<file path="config.mk">
export PLATFORM = sky130hd
export DESIGN_NAME = tmra_timer
export DESIGN_NICKNAME = d
export VERILOG_FILES = /design/src/rtl/tmra_pkg.sv /design/src/rtl/tmra_tick.sv /design/src/rtl/tmra_timer.sv
export VERILOG_INCLUDE_DIRS = /design/src /design/src/rtl
export SDC_FILE = /design/constraint.sdc
export NUM_CORES = 1
export LEC_CHECK = 0
export BUFFER_PORTS_ARGS = -buffer_cell sky130_fd_sc_hd__buf_2
export CORE_ASPECT_RATIO = 0.8
export CORE_MARGIN = 4
export CORE_UTILIZATION = 45
export DETAILED_ROUTE_END_ITERATION = 12
export GPL_ROUTABILITY_DRIVEN = 1
export PLACE_DENSITY = 0.69
export SETUP_SLACK_MARGIN = 0.2
export SYNTH_ARGS = -nofsm -noshare
export SYNTH_HDL_FRONTEND = slang
export SYNTH_SLANG_ARGS = --single-unit
</file>
<file path="constraint.sdc">
create_clock -name clk -period 6.1 [get_ports clk]
set_input_delay 1.22 -clock clk [delete_from_list [all_inputs] [get_ports clk]]
set_output_delay 1.22 -clock clk [all_outputs]
set_load 0.01 [all_outputs]
</file>
<file path="src/rtl/tmra_cfg.svh">
// Address, field and reset constants for the 8-bit timer
`ifndef TMRA_CFG_SVH
`define TMRA_CFG_SVH
`define TMRA_CTRL_ADDR 8'he1
`define TMRA_PEND_ADDR 8'he2
`define TMRA_DATA_ADDR 8'he3
`define TMRA_CNT_ADDR 8'he4
`define TMRA_P0H_ADDR 8'he6
`define TMRA_CTRL_RST 8'h00
`define TMRA_B_CLKS_HI 7
`define TMRA_B_CLKS_LO 6
`define TMRA_B_MODE_HI 5
`define TMRA_B_MODE_LO 4
`define TMRA_B_CLR 3
`define TMRA_B_OVIE 2
`define TMRA_B_MCIE 1
`define TMRA_B_PCLR 0
`define TMRA_B_EDGE 0
`define TMRA_B_P0_OUT 1
`define TMRA_B_LATCH 0
`define TMRA_DIV_1024 10'h3ff
`define TMRA_DIV_256 10'h0ff
`define TMRA_DIV_64 10'h03f
`define TMRA_PEND_MC 0
`define TMRA_PEND_OV 1
`define TMRA_VEC_MC 8'hc0
`define TMRA_VEC_OV 8'hc2
`endif

</file>
<file path="src/rtl/tmra_pkg.sv">
// Types shared by the 8-bit timer files
package tmra_pkg;
    // Operating mode field encoding
    typedef enum logic [1:0] {
        TMRA_INTERVAL = 2'h0,
        TMRA_CAPTURE = 2'h1,
        TMRA_PWM = 2'h2,
        TMRA_PWM_ALT = 2'h3
    } tmra_mode_t;
    // Clock select field encoding
    typedef enum logic [1:0] {
        TMRA_CK_1024 = 2'h0,
        TMRA_CK_256 = 2'h1,
        TMRA_CK_64 = 2'h2,
        TMRA_CK_EXT = 2'h3
    } tmra_clksel_t;
endpackage : tmra_pkg

</file>
<file path="src/rtl/tmra_tick.sv">
// Timer clock tick generator: prescaler plus external clock synchroniser
`include "tmra_cfg.svh"
module tmra_tick
    import tmra_pkg::*;
#(
    parameter int DIV_W = 10
) (
    input wire logic clk,
    input wire logic sys_rst,
    input wire logic [1:0] clk_sel,
    input wire logic ext_clk_pin,
    output logic tick
);
    logic [DIV_W-1:0] div_q, div_d; // Free running prescaler
    logic sync1_q, sync1_d; // First synchroniser stage
    logic sync2_q, sync2_d; // Second synchroniser stage
    logic sync3_q, sync3_d; // Edge history
    logic [DIV_W-1:0] mask; // Terminal count for selected ratio

    // Next values for prescaler and synchroniser
    always_comb begin
        div_d = div_q + {{(DIV_W-1){1'b0}}, 1'b1};
        sync1_d = ext_clk_pin;
        sync2_d = sync1_q;
        sync3_d = sync2_q;
        unique case (tmra_clksel_t'(clk_sel))
            TMRA_CK_1024: mask = DIV_W'(`TMRA_DIV_1024);
            TMRA_CK_256: mask = DIV_W'(`TMRA_DIV_256);
            TMRA_CK_64: mask = DIV_W'(`TMRA_DIV_64);
            TMRA_CK_EXT: mask = '0;
        endcase
        // Tick on prescaler terminal count, or synchronised rising edge
        if (tmra_clksel_t'(clk_sel) == TMRA_CK_EXT) begin
            tick = sync2_q && !sync3_q; // [RQ18]
        end else begin
            tick = ((div_q & mask) == mask); // [RQ2]
        end
    end

    // Register stage
    always_ff @(posedge clk) begin
        if (sys_rst) begin
            div_q <= '0;
            sync1_q <= 1'b0;
            sync2_q <= 1'b0;
            sync3_q <= 1'b0;
        end else begin
            div_q <= div_d;
            sync1_q <= sync1_d;
            sync2_q <= sync2_d;
            sync3_q <= sync3_d;
        end
    end
endmodule : tmra_tick

</file>
<file path="src/rtl/tmra_timer.sv">
// 8-bit timer/counter with interval, capture and PWM modes
`include "tmra_cfg.svh"
// How it works
// RQ1 - Three modes chosen by control mode field
// RQ2 - Clock: divide 1024, 256, 64 or external
// RQ3 - Overflow and match/capture requests, two vectors
// RQ4 - Overflow pending cleared when serviced
// RQ5 - Interval match toggles pin, interrupts, clears counter
// RQ6 - PWM counter free runs, wraps FFH to 00H
// RQ7 - PWM low when reference at most counter
// RQ8 - PWM period is 256 timer ticks
// RQ9 - Capture edge loads counter into reference
// RQ10 - Port bits select capture input or output
// RQ11 - Capture mode: overflow and capture interrupts
// RQ12 - Reset clears control register to zero
// RQ13 - Writing control bit 3 clears counter
// RQ14 - Match/capture interrupt enabled by bit 1
// RQ15 - Software clears counter and pending together
// RQ16 - Software clears match pending by writing zero
// RQ17 - Counter, comparator and reference are 8 bits
// RQ18 - Count per tick; external clock synchronised
// RQ19 - Field encodings chosen and documented here
module tmra_timer
    import tmra_pkg::*;
#(
    parameter int CNT_W = 8,
    parameter int DIV_W = 10
) (
    input wire logic clk,
    input wire logic sys_rst,
    input wire logic [7:0] reg_addr,
    input wire logic [7:0] reg_wdata,
    input wire logic reg_wr,
    output logic [7:0] reg_rdata,
    input wire logic external_clock_pin,
    input wire logic capture_input_pin,
    output logic match_pwm_output_pin,
    output logic capture_pin_out,
    output logic capture_pin_oe,
    output logic overflow_interrupt,
    output logic match_capture_interrupt,
    output logic [7:0] irq_vector,
    input wire logic ovf_serviced,
    input wire logic mc_serviced
);
    logic [7:0] timer_control_q, timer_control_d; // Control register
    logic [CNT_W-1:0] timer_counter_value_q, timer_counter_value_d; // Up-counter
    logic [CNT_W-1:0] reference_data_register_q, reference_data_register_d; // Reference
    logic [7:0] port0_control_high_q, port0_control_high_d; // Port 0 high control
    logic cap_out_q, cap_out_d; // Output latch for capture pin used as port
    logic out_q, out_d; // Match/PWM output level
    logic ov_pend_q, ov_pend_d; // Overflow pending
    logic mc_pend_q, mc_pend_d; // Match/capture pending
    logic cap_hist_q, cap_hist_d; // Previous capture pin level
    logic tick; // Timer clock enable pulse
    tmra_mode_t mode; // Decoded mode
    logic pwm_mode; // Either PWM encoding
    logic wr_ctrl; // Control register write
    logic wr_pend; // Pending register write
    logic match; // Comparator hit
    logic wrap; // Counter overflow event
    logic cap_edge; // Selected capture edge
    logic cap_en; // Pin configured for capture
    logic wr_data; // Reference register write
    logic wr_p0h; // Port 0 high control write
    logic wr_latch; // Port output latch write
    logic clr_cnt; // Software counter clear strobe
    logic clr_mc; // Match/capture flag clear, any source
    logic clr_ov; // Overflow flag clear, any source
    logic set_mc; // Hardware match/capture request
    logic set_ov; // Hardware overflow request

    // Write decode helper
    function automatic logic tmra_hit(input logic [7:0] a, input logic [7:0] b, input logic w);
        return w && (a == b);
    endfunction : tmra_hit

    // Prescaler and external clock synchroniser
    tmra_tick #(
        .DIV_W(DIV_W)
    ) u_tick (
        .clk(clk),
        .sys_rst(sys_rst),
        .clk_sel(timer_control_q[`TMRA_B_CLKS_HI:`TMRA_B_CLKS_LO]),
        .ext_clk_pin(external_clock_pin),
        .tick(tick)
    );

    // Control layout: [7:6] clock 0 /1024, 1 /256, 2 /64, 3 external pin
    // [5:4] mode 0 interval, 1 capture, 2 or 3 PWM
    // Bit 3 clears the counter, bit 0 clears the match flag; both read as zero
    // Bit 2 enables the overflow request, bit 1 the match/capture request
    // Pending register: bit 0 match/capture, bit 1 overflow; a written zero clears
    // Port 0 high: bit 1 selects output, else bit 0 picks the capture edge
    // Edge code: 0 rising, 1 falling
    // Decode of mode and events
    always_comb begin
        mode = tmra_mode_t'(timer_control_q[`TMRA_B_MODE_HI:`TMRA_B_MODE_LO]); // [RQ1] [RQ19]
        pwm_mode = (mode == TMRA_PWM) || (mode == TMRA_PWM_ALT);
        wr_ctrl = tmra_hit(reg_addr, `TMRA_CTRL_ADDR, reg_wr);
        wr_pend = tmra_hit(reg_addr, `TMRA_PEND_ADDR, reg_wr);
        match = tick && (timer_counter_value_q == reference_data_register_q); // [RQ17]
        wrap = tick && (timer_counter_value_q == {CNT_W{1'b1}});
        cap_en = !port0_control_high_q[`TMRA_B_P0_OUT]; // [RQ10]
        // Edge select: 0 rising, 1 falling
        if (port0_control_high_q[`TMRA_B_EDGE]) begin
            cap_edge = cap_en && cap_hist_q && !capture_input_pin; // [RQ9]
        end else begin
            cap_edge = cap_en && !cap_hist_q && capture_input_pin; // [RQ9]
        end
        // Write strobes of the other registers
        wr_data = tmra_hit(reg_addr, `TMRA_DATA_ADDR, reg_wr);
        wr_p0h = tmra_hit(reg_addr, `TMRA_P0H_ADDR, reg_wr);
        wr_latch = tmra_hit(reg_addr, `TMRA_CNT_ADDR, reg_wr);
        // Control bit 3 clears the counter when written one
        clr_cnt = wr_ctrl && reg_wdata[`TMRA_B_CLR]; // [RQ13] [RQ15]
        // Match flag clears: control bit 0, zero in pending register, service
        clr_mc = (wr_ctrl && reg_wdata[`TMRA_B_PCLR]) || // [RQ15]
            (wr_pend && !reg_wdata[`TMRA_PEND_MC]) || mc_serviced; // [RQ16]
        // Overflow flag clears: zero in pending register, service
        clr_ov = (wr_pend && !reg_wdata[`TMRA_PEND_OV]) || ovf_serviced; // [RQ4]
        // Overflow request only with its enable bit
        set_ov = wrap && timer_control_q[`TMRA_B_OVIE]; // [RQ3] [RQ11]
        // Match in interval or PWM, selected edge in capture mode
        set_mc = timer_control_q[`TMRA_B_MCIE] && (((mode == TMRA_INTERVAL) && match) || // [RQ14] [RQ5]
            (pwm_mode && match) || ((mode == TMRA_CAPTURE) && cap_edge)); // [RQ11]
    end

    // Control group: next values of the software registers
    always_comb begin
        // Hold unless a write below changes it
        timer_control_d = timer_control_q;
        port0_control_high_d = port0_control_high_q;
        cap_out_d = cap_out_q;
        // Strobe bits 3 and 0 act once and read back as zero
        if (wr_ctrl) begin
            timer_control_d = reg_wdata; // [RQ1] [RQ2]
            timer_control_d[`TMRA_B_CLR] = 1'b0;
            timer_control_d[`TMRA_B_PCLR] = 1'b0;
        end
        // Capture or output mode of the shared pin
        if (wr_p0h) begin
            port0_control_high_d = reg_wdata; // [RQ10]
        end
        // Only one bit reaches the pin in output mode
        if (wr_latch) begin
            cap_out_d = reg_wdata[`TMRA_B_LATCH];
        end
    end

    // Control group: register stage
    always_ff @(posedge clk) begin
        if (sys_rst) begin
            timer_control_q <= `TMRA_CTRL_RST; // [RQ12]
            port0_control_high_q <= 8'h00;
            cap_out_q <= 1'b0;
        end else begin
            timer_control_q <= timer_control_d;
            port0_control_high_q <= port0_control_high_d;
            cap_out_q <= cap_out_d;
        end
    end

    // Counter group: tick count, interval restart, software clear
    always_comb begin
        // Hold between ticks
        timer_counter_value_d = timer_counter_value_q;
        // One step per timer clock, FFH wraps to 00H
        if (tick) begin
            timer_counter_value_d = timer_counter_value_q + CNT_W'(1); // [RQ18] [RQ6] [RQ8]
        end
        // Only interval mode restarts on a match
        if ((mode == TMRA_INTERVAL) && match) begin
            timer_counter_value_d = '0; // [RQ5]
        end
        // Software clear wins at any time
        if (clr_cnt) begin
            timer_counter_value_d = '0; // [RQ13]
        end
    end

    // Counter group: register stage
    always_ff @(posedge clk) begin
        if (sys_rst) begin
            timer_counter_value_q <= '0;
        end else begin
            timer_counter_value_q <= timer_counter_value_d;
        end
    end

    // Reference group: capture load, software write wins
    always_comb begin
        // Hold unless captured or written
        reference_data_register_d = reference_data_register_q;
        // Selected edge copies the running count
        if ((mode == TMRA_CAPTURE) && cap_edge) begin
            reference_data_register_d = timer_counter_value_q; // [RQ9]
        end
        // Direct write of the reference value
        if (wr_data) begin
            reference_data_register_d = reg_wdata[CNT_W-1:0];
        end
    end

    // Reference group: register stage
    always_ff @(posedge clk) begin
        if (sys_rst) begin
            reference_data_register_q <= '0;
        end else begin
            reference_data_register_q <= reference_data_register_d;
        end
    end

    // Output group: match toggle or PWM level, capture pin history
    always_comb begin
        // Hold the pin level by default
        out_d = out_q;
        cap_hist_d = capture_input_pin;
        unique case (mode)
            TMRA_INTERVAL: begin
                // Toggle on every match
                if (match) begin
                    out_d = !out_q; // [RQ5]
                end
            end
            TMRA_CAPTURE: begin
                // Output keeps its level while capturing
                out_d = out_q;
            end
            TMRA_PWM, TMRA_PWM_ALT: begin
                // High while the reference exceeds the count of the next edge
                out_d = (reference_data_register_d > timer_counter_value_d); // [RQ7]
            end
        endcase
    end

    // Output group: register stage
    always_ff @(posedge clk) begin
        if (sys_rst) begin
            out_q <= 1'b0;
            cap_hist_q <= 1'b0;
        end else begin
            out_q <= out_d;
            cap_hist_q <= cap_hist_d;
        end
    end

    // Pending group: a hardware set wins over a clear in the same cycle
    always_comb begin
        // Flags stand until cleared
        ov_pend_d = ov_pend_q;
        mc_pend_d = mc_pend_q;
        // Clears from software writes and service pulses
        if (clr_ov) begin
            ov_pend_d = 1'b0; // [RQ4]
        end
        if (clr_mc) begin
            mc_pend_d = 1'b0; // [RQ16]
        end
        // Sets last so that they win
        if (set_ov) begin
            ov_pend_d = 1'b1; // [RQ3] [RQ11]
        end
        if (set_mc) begin
            mc_pend_d = 1'b1; // [RQ3] [RQ14]
        end
    end

    // Pending group: register stage
    always_ff @(posedge clk) begin
        if (sys_rst) begin
            ov_pend_q <= 1'b0;
            mc_pend_q <= 1'b0;
        end else begin
            ov_pend_q <= ov_pend_d;
            mc_pend_q <= mc_pend_d;
        end
    end

    // Read mux, unmapped reads give zero
    always_comb begin
        reg_rdata = 8'h00;
        unique case (reg_addr)
            `TMRA_CTRL_ADDR: reg_rdata = timer_control_q;
            `TMRA_PEND_ADDR: reg_rdata = {6'h00, ov_pend_q, mc_pend_q};
            `TMRA_DATA_ADDR: reg_rdata = 8'(reference_data_register_q);
            `TMRA_CNT_ADDR: reg_rdata = 8'(timer_counter_value_q);
            `TMRA_P0H_ADDR: reg_rdata = port0_control_high_q;
            default: reg_rdata = 8'h00;
        endcase
    end

    // Pin and interrupt outputs
    always_comb begin
        match_pwm_output_pin = out_q;
        capture_pin_oe = port0_control_high_q[`TMRA_B_P0_OUT]; // [RQ10]
        capture_pin_out = cap_out_q;
        overflow_interrupt = ov_pend_q; // [RQ3]
        match_capture_interrupt = mc_pend_q; // [RQ3]
        irq_vector = mc_pend_q ? `TMRA_VEC_MC : (ov_pend_q ? `TMRA_VEC_OV : 8'h00);
    end
endmodule : tmra_timer

</file>
==> results.md, run 1 <==
* Commonest non-fill, non-tap cell in the layout: dfxtp_1
* Antenna violations before repair at 0
* Worst IR Drop VDD at ~0.00013 V
* Max Cap Viol at 0
* Count of pins over their slew limit at 0
* Cell Area, Placed at roughly 3100 µm²
* Sw Ratio at ~22%
* Final Setup Violations at 0
* CTS tree: built
* Post-Syn Area at ~2900 µm²
* Port bufs at 38
* Root Buffer: clkbuf_8
* FF+latch count, synth at 48
* Setup bufs post-CTS at 0
* Largest net degree at the start of global routing at 49
* Dpl ws at 1490 ps
* Flop pwr share at approximately 54%
* Worst Skew at just under 7 ps
* Status: finished clean
* Htree depth at 2
* Die area at slightly below 8000 µm²
* Worst path required time at 4880 ps
* Hold Path Class: reg -> reg
* Initial DRC Count at roughly 220
* Vias at between 2k and 2.5k
* Critical Path Source Type: input pin
* Cts hold-fix bufs at 0
* Switching power at around 130 µW
* Sequential share of the synthesized area at approximately a third
* Synth Instances at 332
* Ports at 44
* Yosys Warn Count at 0
* Finished Cell Area at ~3200 µm²
* Row count at 25
* Antenna Cells at 0
* Leakage at about 1.3 nW
* Vias in the first global route at 2407
* Fmax at approximately 220 MHz
* Worst Path Max Fanout at 7
* Area contributors post-synth: dfxtp_1 34%, xnor2_1 5.2%, ha_1 4.4%
* # placed instances at roughly 430
* Fin crit period at about 4600 ps
* Die width at 97.1 µm
* Total negative slack at 0 ps
* Die span in y at around 79 µm
* ANT nets after route at 0
* GRT Total Usage at a little under a fifth
* Worst EP arrival at around 3400 ps
* Num Clock Sinks at 48
* Power Dens Cells at ~190 nW/µm²
* WL/cell at around 16 µm
* Core Region at 6040 µm²
* RSZ-0062 raised after global routing: false
* Synth-to-layout area growth at 11.5%
* Synth Area per Inst at 8.60 µm²
* Worst-margin pin slew at around 1100 ps
* Clock buffer count from CTS at 5
* Layout cells sized above 1 at roughly a fifth
* Distinct cell type count after synthesis at 50
* Internal Power at ~460 µW
* Clk pwr share at a little over 40%
* Final WS setup at between 1000 and 1500 ps
* Resized Gates After CTS at 0
* Total global routing overflow at 0
* Effective utilization at floorplan at between 40% and 50%
* Final std cells w/o fill at ~440
* Max-slew headroom at a little under a quarter
* Post-synth top area cell: dfxtp_1
* Synth async-reset ratio at 0%
* Final hold vios at 0
* First-pass iteration count of the detailed router at 6
* Number of flops mapped to enable cells by yosys at 0
* Residual DRC at 0
* DP HPWL at roughly 5200 µm
* Primary FF master, synth: dfxtp_1
* Critical path type: in -> out
* Endpoint class of the critical path: output pin
* Final cycle utilization of the critical path at approximately three quarters
* Clk slew on worst S/H paths at roughly 90 ps
* Post-DR vias/cell at about 5.6
* Leading cell types in the layout, fill and taps excluded: 48 x dfxtp_1, 38 x buf_2, 27 x nand2_1
* CTS Buffer Depth at 2
* Top cell type's share of synthesized area at about a third
* GP Congestion at 0.905
* Worst skew pair latency at around 300 ps
* Detailed Route WL at about 7200 µm
* Fin nets at slightly below 400
* Combinational power share at 5.1%
* First-pass GRT wire length at roughly 12000 µm
worst paths after layout:
path	start	to	slack, ps	cells past startpoint
worst min-delay path	u_tick.sync1_q	u_tick.sync2_q	450	1
worst max register to register	u_tick.div_q[2]	match_pwm_output_pin	2800	11
worst max-delay path	reg_addr[3]	reg_rdata[3]	1470	7
worst min register to register	u_tick.sync1_q	u_tick.sync2_q	450	1
cell type report:
cell class / count / area, µm²
Fill cell: 605 / 2850
Tap cell: 81 / 101
Sequential cell: 48 / 961
Inverter: 11 / 41.3
Multi-Input combinational cell: 253 / 1750
Clock inverter: 2 / 38.8
Timing Repair Buffer: 40 / 205
Clock buffer: 6 / 82.6
Yosys cell counts (2+ instances only):
| master | n |
|---|---|
| dfxtp_1 | 48 |
| nand2_1 | 27 |
| nor2_1 | 25 |
| a21oi_1 | 23 |
| nand3_1 | 18 |
| xnor2_1 | 17 |
| clkbuf_1 | 15 |
| inv_1 | 11 |
| nor2b_1 | 11 |
| ha_1 | 10 |
| mux2i_1 | 10 |
| or2_2 | 10 |
| and2_1 | 8 |
| a221o_1 | 7 |
| nor3_1 | 7 |
| o21ba_2 | 7 |
| buf_4 | 6 |
| nand2b_1 | 6 |
| nand4_1 | 6 |
| nor3b_1 | 6 |
| a22o_1 | 5 |
| o21ai_0 | 5 |
| xor2_1 | 5 |
| o211ai_1 | 4 |
| a2111oi_4 | 3 |
| and4_1 | 3 |
| mux2_2 | 3 |
| buf_1 | 2 |
| nand4b_1 | 2 |
| nor4_1 | 2 |
power groups by stage:
stage          sequential (mW)  combinational (mW)  clock, mW
4_1_cts                  0.318              0.0301      0.248
2_1_floorplan            0.325              0.0180          0
3_5_place_dp             0.326              0.0299          0
6_report                 0.319              0.0300      0.243
3_3_place_gp             0.326              0.0295          0
5_1_grt                  0.319              0.0332      0.260
routing by layer:
layer | global-route usage (%) | up-vias | part of all wire (%)
met5 | 0 | - | 0
met4 | 5.75 | 0 | 0.98
met3 | 5.09 | 8 | 10
met2 | 29.0 | 94 | 43
met1 | 26.1 | 1144 | 46
li1 | - | 1218 | -
flip-flops by register name, indices dropped and copies added, names as in the netlist, 6 cells and up:
register and flops:
timer_counter_value_q 8, port0_control_high_q 8, timer_control_q 6, reference_data_register_q 8, u_tick.div_q 10
worst max-delay path: stages:
cell and delay (ps):
buf_2 110, nor4bb_1 480, nand2_1 170, nor3_1 940, a222oi_1 280, inv_1 90, buf_2 120
per-stage QoR:
step / hold WS [ps] / utilization (%) / total power, mW
2_1_floorplan: 414 / - / 0.343
3_3_place_gp: 420 / 50.7 / 0.355
3_5_place_dp: 430 / 50.7 / 0.356
4_1_cts: 452 / 52.7 / 0.596
5_1_grt: 470 / 52.7 / 0.612
6_report: 445 / 52.7 / 0.591
cells by family (layout without fill, tap and decap cells):
group	Yosys count	count (layout)	share of synthesized area (%)
adder cells (fa/ha/maj)	10	10	4.38
other	1	5	0.131
XOR/XNOR	22	22	6.75
buffers and inverters	35	59	5.65
multiplexers	13	13	4.69
AND/OR/NAND/NOR	138	138	25.9
flip-flops	48	48	33.7
AO/OA/AOI/OAI	65	65	18.8
No activity file was read; power rests on OpenSTA's default activity.
==> run 2, diff against run 1 <==
--- a/config.mk
+++ b/config.mk
@@ -6,13 +6,14 @@
 export SDC_FILE = /design/constraint.sdc
 export NUM_CORES = 1
 export LEC_CHECK = 0
+export ABC_AREA = 1
 export BUFFER_PORTS_ARGS = -buffer_cell sky130_fd_sc_hd__buf_2
 export CORE_ASPECT_RATIO = 0.8
 export CORE_MARGIN = 4
 export CORE_UTILIZATION = 45
 export DETAILED_ROUTE_END_ITERATION = 12
 export GPL_ROUTABILITY_DRIVEN = 1
-export PLACE_DENSITY = 0.69
+export PLACE_DENSITY = 0.68
 export SETUP_SLACK_MARGIN = 0.2
 export SYNTH_ARGS = -nofsm -noshare
 export SYNTH_HDL_FRONTEND = slang
==> constraint.sdc (replaced) <==
create_clock -name clk -period 4.4 [get_ports clk]
set_input_delay 0.88 -clock clk [delete_from_list [all_inputs] [get_ports clk]]
set_output_delay 0.88 -clock clk [all_outputs]
set_load 0.01 [all_outputs]
==> run 2 against run 1 <==
Against the previous run: sequential cell count unchanged; first-iteration DRC count down 18%; via count up 12%; register-to-register slack worse by 990 ps; final cell count up 23%; clock power up 37%; synthesized area up 2.7%; synthesized cell count up 29%; combinational power up 53%; clock skew down 2.9 ps; global-route usage down 0.054 points; critical endpoint is now reg_rdata[5].
==> results.md, run 2 <==
* RSZ-0062 raised after global routing: false
* Resized Gates After CTS at 0
* Biggest register: u_tick.div_q
* Max Cap Viol at 0
* Most frequent cell after synthesis: nand2_1
* Synth async-reset ratio at 0%
* Htree depth at 2
* Vias at roughly 2.7k
* Fillcell total at 644
* Multi-input combinational cell area at around 1600 µm²
* Initial DRC Count at around 180
* Leakage at ~1.5 nW
* Critical Path Source Type: input pin
* Primary FF master, synth: dfxtp_1
* Register Area at 961 µm²
* Dpl ws at ~1300 ps
* Final WS setup at roughly 1300 ps
* GRT Total Usage at between 10% and 20%
* Area contributors post-synth: dfxtp_1 33%, nand2_1 12%, inv_1 7.9%
* Hold Path Class: reg -> reg
* Effective utilization at floorplan at 46.2%
* Worst Path Max Fanout at 9
* GP Congestion at between 0.8 and 0.9
* ANT nets after route at 0
* Largest net degree at the start of global routing at 31
* First-pass iteration count of the detailed router at 6
* Final hold vios at 0
* Top cell type's share of synthesized area at between 30% and 40%
* Antenna violations before repair at 0
* Distinct cell type count after synthesis at 39
* Port bufs at 38
* DP HPWL at 5500 µm
* Commonest non-fill, non-tap cell in the layout: nand2_1
* Clk slew on worst S/H paths at 90 ps
* Post-synth top area cell: dfxtp_1
* Synth Instances at between 400 and 500
* Power Dens Cells at approximately 250 nW/µm²
* Post-DR vias/cell at roughly 5.1
* Detailed Route WL at roughly 7200 µm
* Largest register FFs at 10
* Leading cell types in the layout, fill and taps excluded: 92 x nand2_1, 62 x inv_1, 48 x dfxtp_1
* Worst Skew at 4.07 ps
* Die width at 98.3 µm
* Worst min-delay path startpoint: u_tick.sync1_q
* Crit path launch: reg_addr[7]
* Post-Syn Area at between 2000 and 3000 µm²
* Die span in y at between 80 and 90 µm
* Row count at 26
* Count of pins over their slew limit at 0
* Final Setup Violations at 0
* Number of flops mapped to enable cells by yosys at 0
* Worst IR Drop VDD at roughly 0.00016 V
* FF-to-FF Start: timer_control_q[5]
* Final cycle utilization of the critical path at a little under three quarters
* Sequential share of the synthesized area at between 30% and 40%
* Worst skew pair latency at around 310 ps
* Worst EP arrival at 2250 ps
* Residual DRC at 0
* Synth Area per Inst at 6.87 µm²
* Cts hold-fix bufs at 0
* Setup bufs post-CTS at 0
* FF+latch count, synth at 48
* Fmax at 320 MHz
* Clock buffer count from CTS at 5
* Worst path required time at roughly 3500 ps
* Core Region at roughly 6300 µm²
* Critical path type: in -> out
* Ports at 44
* Total negative slack at 0 ps
* Synth cell count leaders: 92 x nand2_1, 62 x inv_1, 48 x dfxtp_1
* CTS Buffer Depth at 2
* Endpoint class of the critical path: output pin
* Fin crit period at between 3000 and 4000 ps
* Fin nets at slightly below 500
* Num Clock Sinks at 48
* Total power at just over 800 µW
* Max-slew headroom at between 50% and 60%
* Die area at between 7000 and 8000 µm²
* First-pass GRT wire length at about 12000 µm
* Total global routing overflow at 0
* Hold WS at 407 ps
* CTS tree: built
* WL/cell at 13.2 µm
* Antenna Cells at 0
* Status: finished clean
* Layout cells sized above 1 at 17.9%
* Yosys Warn Count at 0
* Synth-to-layout area growth at 9.77%
* Vias in the first global route at roughly 2.7k
* Worst-margin pin slew at ~600 ps
* Root Buffer: clkbuf_8
-- run 2: layer usage --
metal  routed length, µm  up-vias  GRT usage, %
met5                   0        -             0
met4                  52        0          3.96
met3                 539        8          4.69
met2                3000      100          29.8
met1                3570     1215          26.3
li1                    -     1425             -
-- run 2: power breakdown --
group          leakage, nW  internal (mW)  switching, mW
Clock               0.0548          0.171          0.162
Combinational         1.05         0.0150         0.0309
Sequential           0.388          0.438        0.00288
-- run 2: path summary, 6_finish.rpt --
check | to | slack, ps | depth (start not counted)
worst min register to register | u_tick.sync2_q | 410 | 2
worst max-delay path | reg_rdata[5] | 1270 | 8
worst max register to register | match_pwm_output_pin | 1810 | 17
worst min-delay path | u_tick.sync2_q | 410 | 2
-- run 2: logic make-up after synthesis --
logic type	after synthesis	synth area share, %
xor+xnor	7	2.09
flops	48	32.8
other cells	1	0.128
simple gates	179	28.1
fa+ha+maj	10	4.27
compound gates	97	19.3
buf+inv	85	13.4
-- run 2: area by class of cell --
class,count,share of cell area [%]
timing repair buffer,38,5.91
multi-input combinational,298,49.6
clock inverter,3,1.44
tap,84,3.26
sequential,48,29.8
inverter,67,7.85
clock buffer,5,2.14
-- run 2: critical path, cell delays in order --
cell	delay, ps
buf_2	80
inv_1	50
nor3_4	330
nand2_1	320
o22ai_1	190
a21oi_1	60
o21ai_0	130
buf_2	200
-- run 2: per-stage QoR --
stage	instances	util, %	area [µm²]
floorplan	431	-	2950
global placement	535	48.9	3100
detailed placement	535	48.9	3100
CTS	543	50.7	3220
global route	543	50.7	3220
finish	543	50.7	3220
==> run 3, diff against run 2 <==
--- a/config.mk
+++ b/config.mk
@@ -13,7 +13,7 @@
 export CORE_UTILIZATION = 45
 export DETAILED_ROUTE_END_ITERATION = 12
 export GPL_ROUTABILITY_DRIVEN = 1
-export PLACE_DENSITY = 0.68
+export PLACE_DENSITY = 0.71
 export SETUP_SLACK_MARGIN = 0.2
 export SYNTH_ARGS = -nofsm -noshare
 export SYNTH_HDL_FRONTEND = slang
==> constraint.sdc (replaced) <==
create_clock -name clk -period 2.6 [get_ports clk]
set_input_delay 0.52 -clock clk [delete_from_list [all_inputs] [get_ports clk]]
set_output_delay 0.52 -clock clk [all_outputs]
set_load 0.01 [all_outputs]
==> run 3 against run 2 <==
Against the previous run: total power increased by 68%; highest routed layer unchanged; via count increased by 5.2%; largest cell class unchanged; final cell count up 4.8%.
==> results.md, run 3 (same netlist as run 2, synthesis figures left out) <==
* Post-DR vias/cell at 5.08
* CTS tree: built
* Fillcell total at approximately 590
* CTS Buffer Depth at 2
* GRT Total Usage at 18.9%
* Final Setup Violations at 0
* Port bufs at 38
* RSZ-0062 raised after global routing: true
* Hold WS at just over 400 ps
* Root Buffer: clkbuf_8
* Multi-input combinational cell area at 1800 µm²
* Count of pins over their slew limit at 0
* Met3 routed WL at ~520 µm
* Power Dens Cells at approximately 380 nW/µm²
* Total global routing overflow at 0
* Final cycle utilization of the critical path at between 80% and 90%
* Clock buffer count from CTS at 5
* Register Area at around 990 µm²
* Clk slew on worst S/H paths at approximately 90 ps
* Vias at between 2k and 3k
* Final hold vios at 0
* Antenna Cells at 0
* Synth-to-layout area growth at 24.8%
* Hold Path Class: reg -> reg
* Die width at roughly 100 µm
* Cts hold-fix bufs at 0
* Worst Path Max Fanout at 6
* Die span in y at between 80 and 90 µm
* Worst EP arrival at around 1800 ps
* Antenna violations before repair at 0
* Core Region at around 6300 µm²
* Effective utilization at floorplan at 46.2%
* Initial DRC Count at ~190
* Max-slew headroom at between 50% and 60%
* Commonest non-fill, non-tap cell in the layout: nand2_1
* Num Clock Sinks at 48
* Met1 wire length at 3550 µm
* Residual DRC at 0
* Biggest register: u_tick.div_q
* Endpoint class of the critical path: output pin
* Detailed Route WL at about 7800 µm
* Critical Path Source Type: input pin
* Worst-margin pin slew at around 620 ps
* Ports at 44
* Total negative slack at 0 ps
* Leading cell types in the layout, fill and taps excluded: 84 x nand2_1, 58 x inv_1, 38 x buf_2
* Worst skew pair latency at 310 ps
* Fin crit period at 2330 ps
* Status: finished clean
* Row count at 26
* Worst Skew at 6.00 ps
* Vias in the first global route at roughly 2.6k
* Htree depth at 2
* Largest register FFs at 10
* Largest net degree at the start of global routing at 30
* Layout cells sized above 1 at about 33%
* Max Cap Viol at 0
* Critical path type: in -> out
* First-pass GRT wire length at between 10000 and 15000 µm
* DP HPWL at ~5600 µm
* WL/cell at between 10 and 15 µm
* Worst IR Drop VDD at approximately 0.00032 V
* Fmax at around 430 MHz
* Die area at 7880 µm²
* Top sig layer: met4
* First-pass iteration count of the detailed router at 4
* Met2 WL at roughly 3700 µm
* GP Congestion at just under 1
* Worst path required time at roughly 2100 ps
* Leakage at ~1.7 nW
* ANT nets after route at 0
* Fin nets at 517
-- run 3: changes by cell type in the layout (fill, tap and decap cells not counted), sizes merged --
cell / previous run / this run
nand2: 99 / 100
buf: 38 / 63
-- run 3: final timing paths --
path	from	endpoint	slack, ps	cells after the start
max	reg_addr[4]	reg_rdata[7]	270	9
min	u_tick.sync1_q	u_tick.sync2_q	400	2
max reg2reg	timer_control_q[6]	match_pwm_output_pin	320	15
min reg2reg	u_tick.sync1_q	u_tick.sync2_q	400	2
-- run 3: power by group --
part           internal (mW)  leakage (nW)  switching (mW)
sequential             0.741         0.397         0.00552
clock                  0.285        0.0541           0.264
combinational         0.0306          1.21          0.0565
-- run 3: layout make-up --
cell class | instances | area share, %
inverter | 67 | 7.01
timing repair buffer | 63 | 10.9
sequential | 48 | 27.0
multi-input combinational | 299 | 49.2
clock inverter | 3 | 1.16
clock buffer | 5 | 1.88
tap | 84 | 2.87
-- run 3: worst max-delay path: stages --
cell and delay, ps:
buf_2 110, nor3_4 210, buf_4 160, nand2_2 80, buf_4 180, o21ai_0 200, a21oi_1 50, o21ai_0 120
buf_2 190
-- run 3: through the flow --
stage               total power [mW]  utilization (%)  instances  worst slack (ps)  area [µm²]
floorplan                      0.814                -        431               243        2950
global placement               0.842             50.1        543              15.6        3180
detailed placement             0.844             50.1        543             -74.0        3180
CTS                             1.39             52.3        553               194        3320
global route                    1.44             57.7        569               109        3660
finish                          1.38             57.7        569               267        3660
-- run 3: timing repair --
| item | 4_1_cts | 5_1_grt |
|---|---|---|
| cloned | 0 | 1 |
| buffers inserted | 2 | 15 |
| pin swaps | 1 | 24 |
| endpoints found under the setup margin | 2 | 6 |
| gates resized for setup | 3 | 71 |
-- run 3: per-layer routing --
| layer | vias up | GRT usage [%] |
|---|---|---|
| li1 | 1468 | - |
| met1 | 1335 | 26.0 |
| met2 | 77 | 29.5 |
| met3 | 11 | 3.73 |
| met4 | 0 | 6.68 |
| met5 | - | 0 |
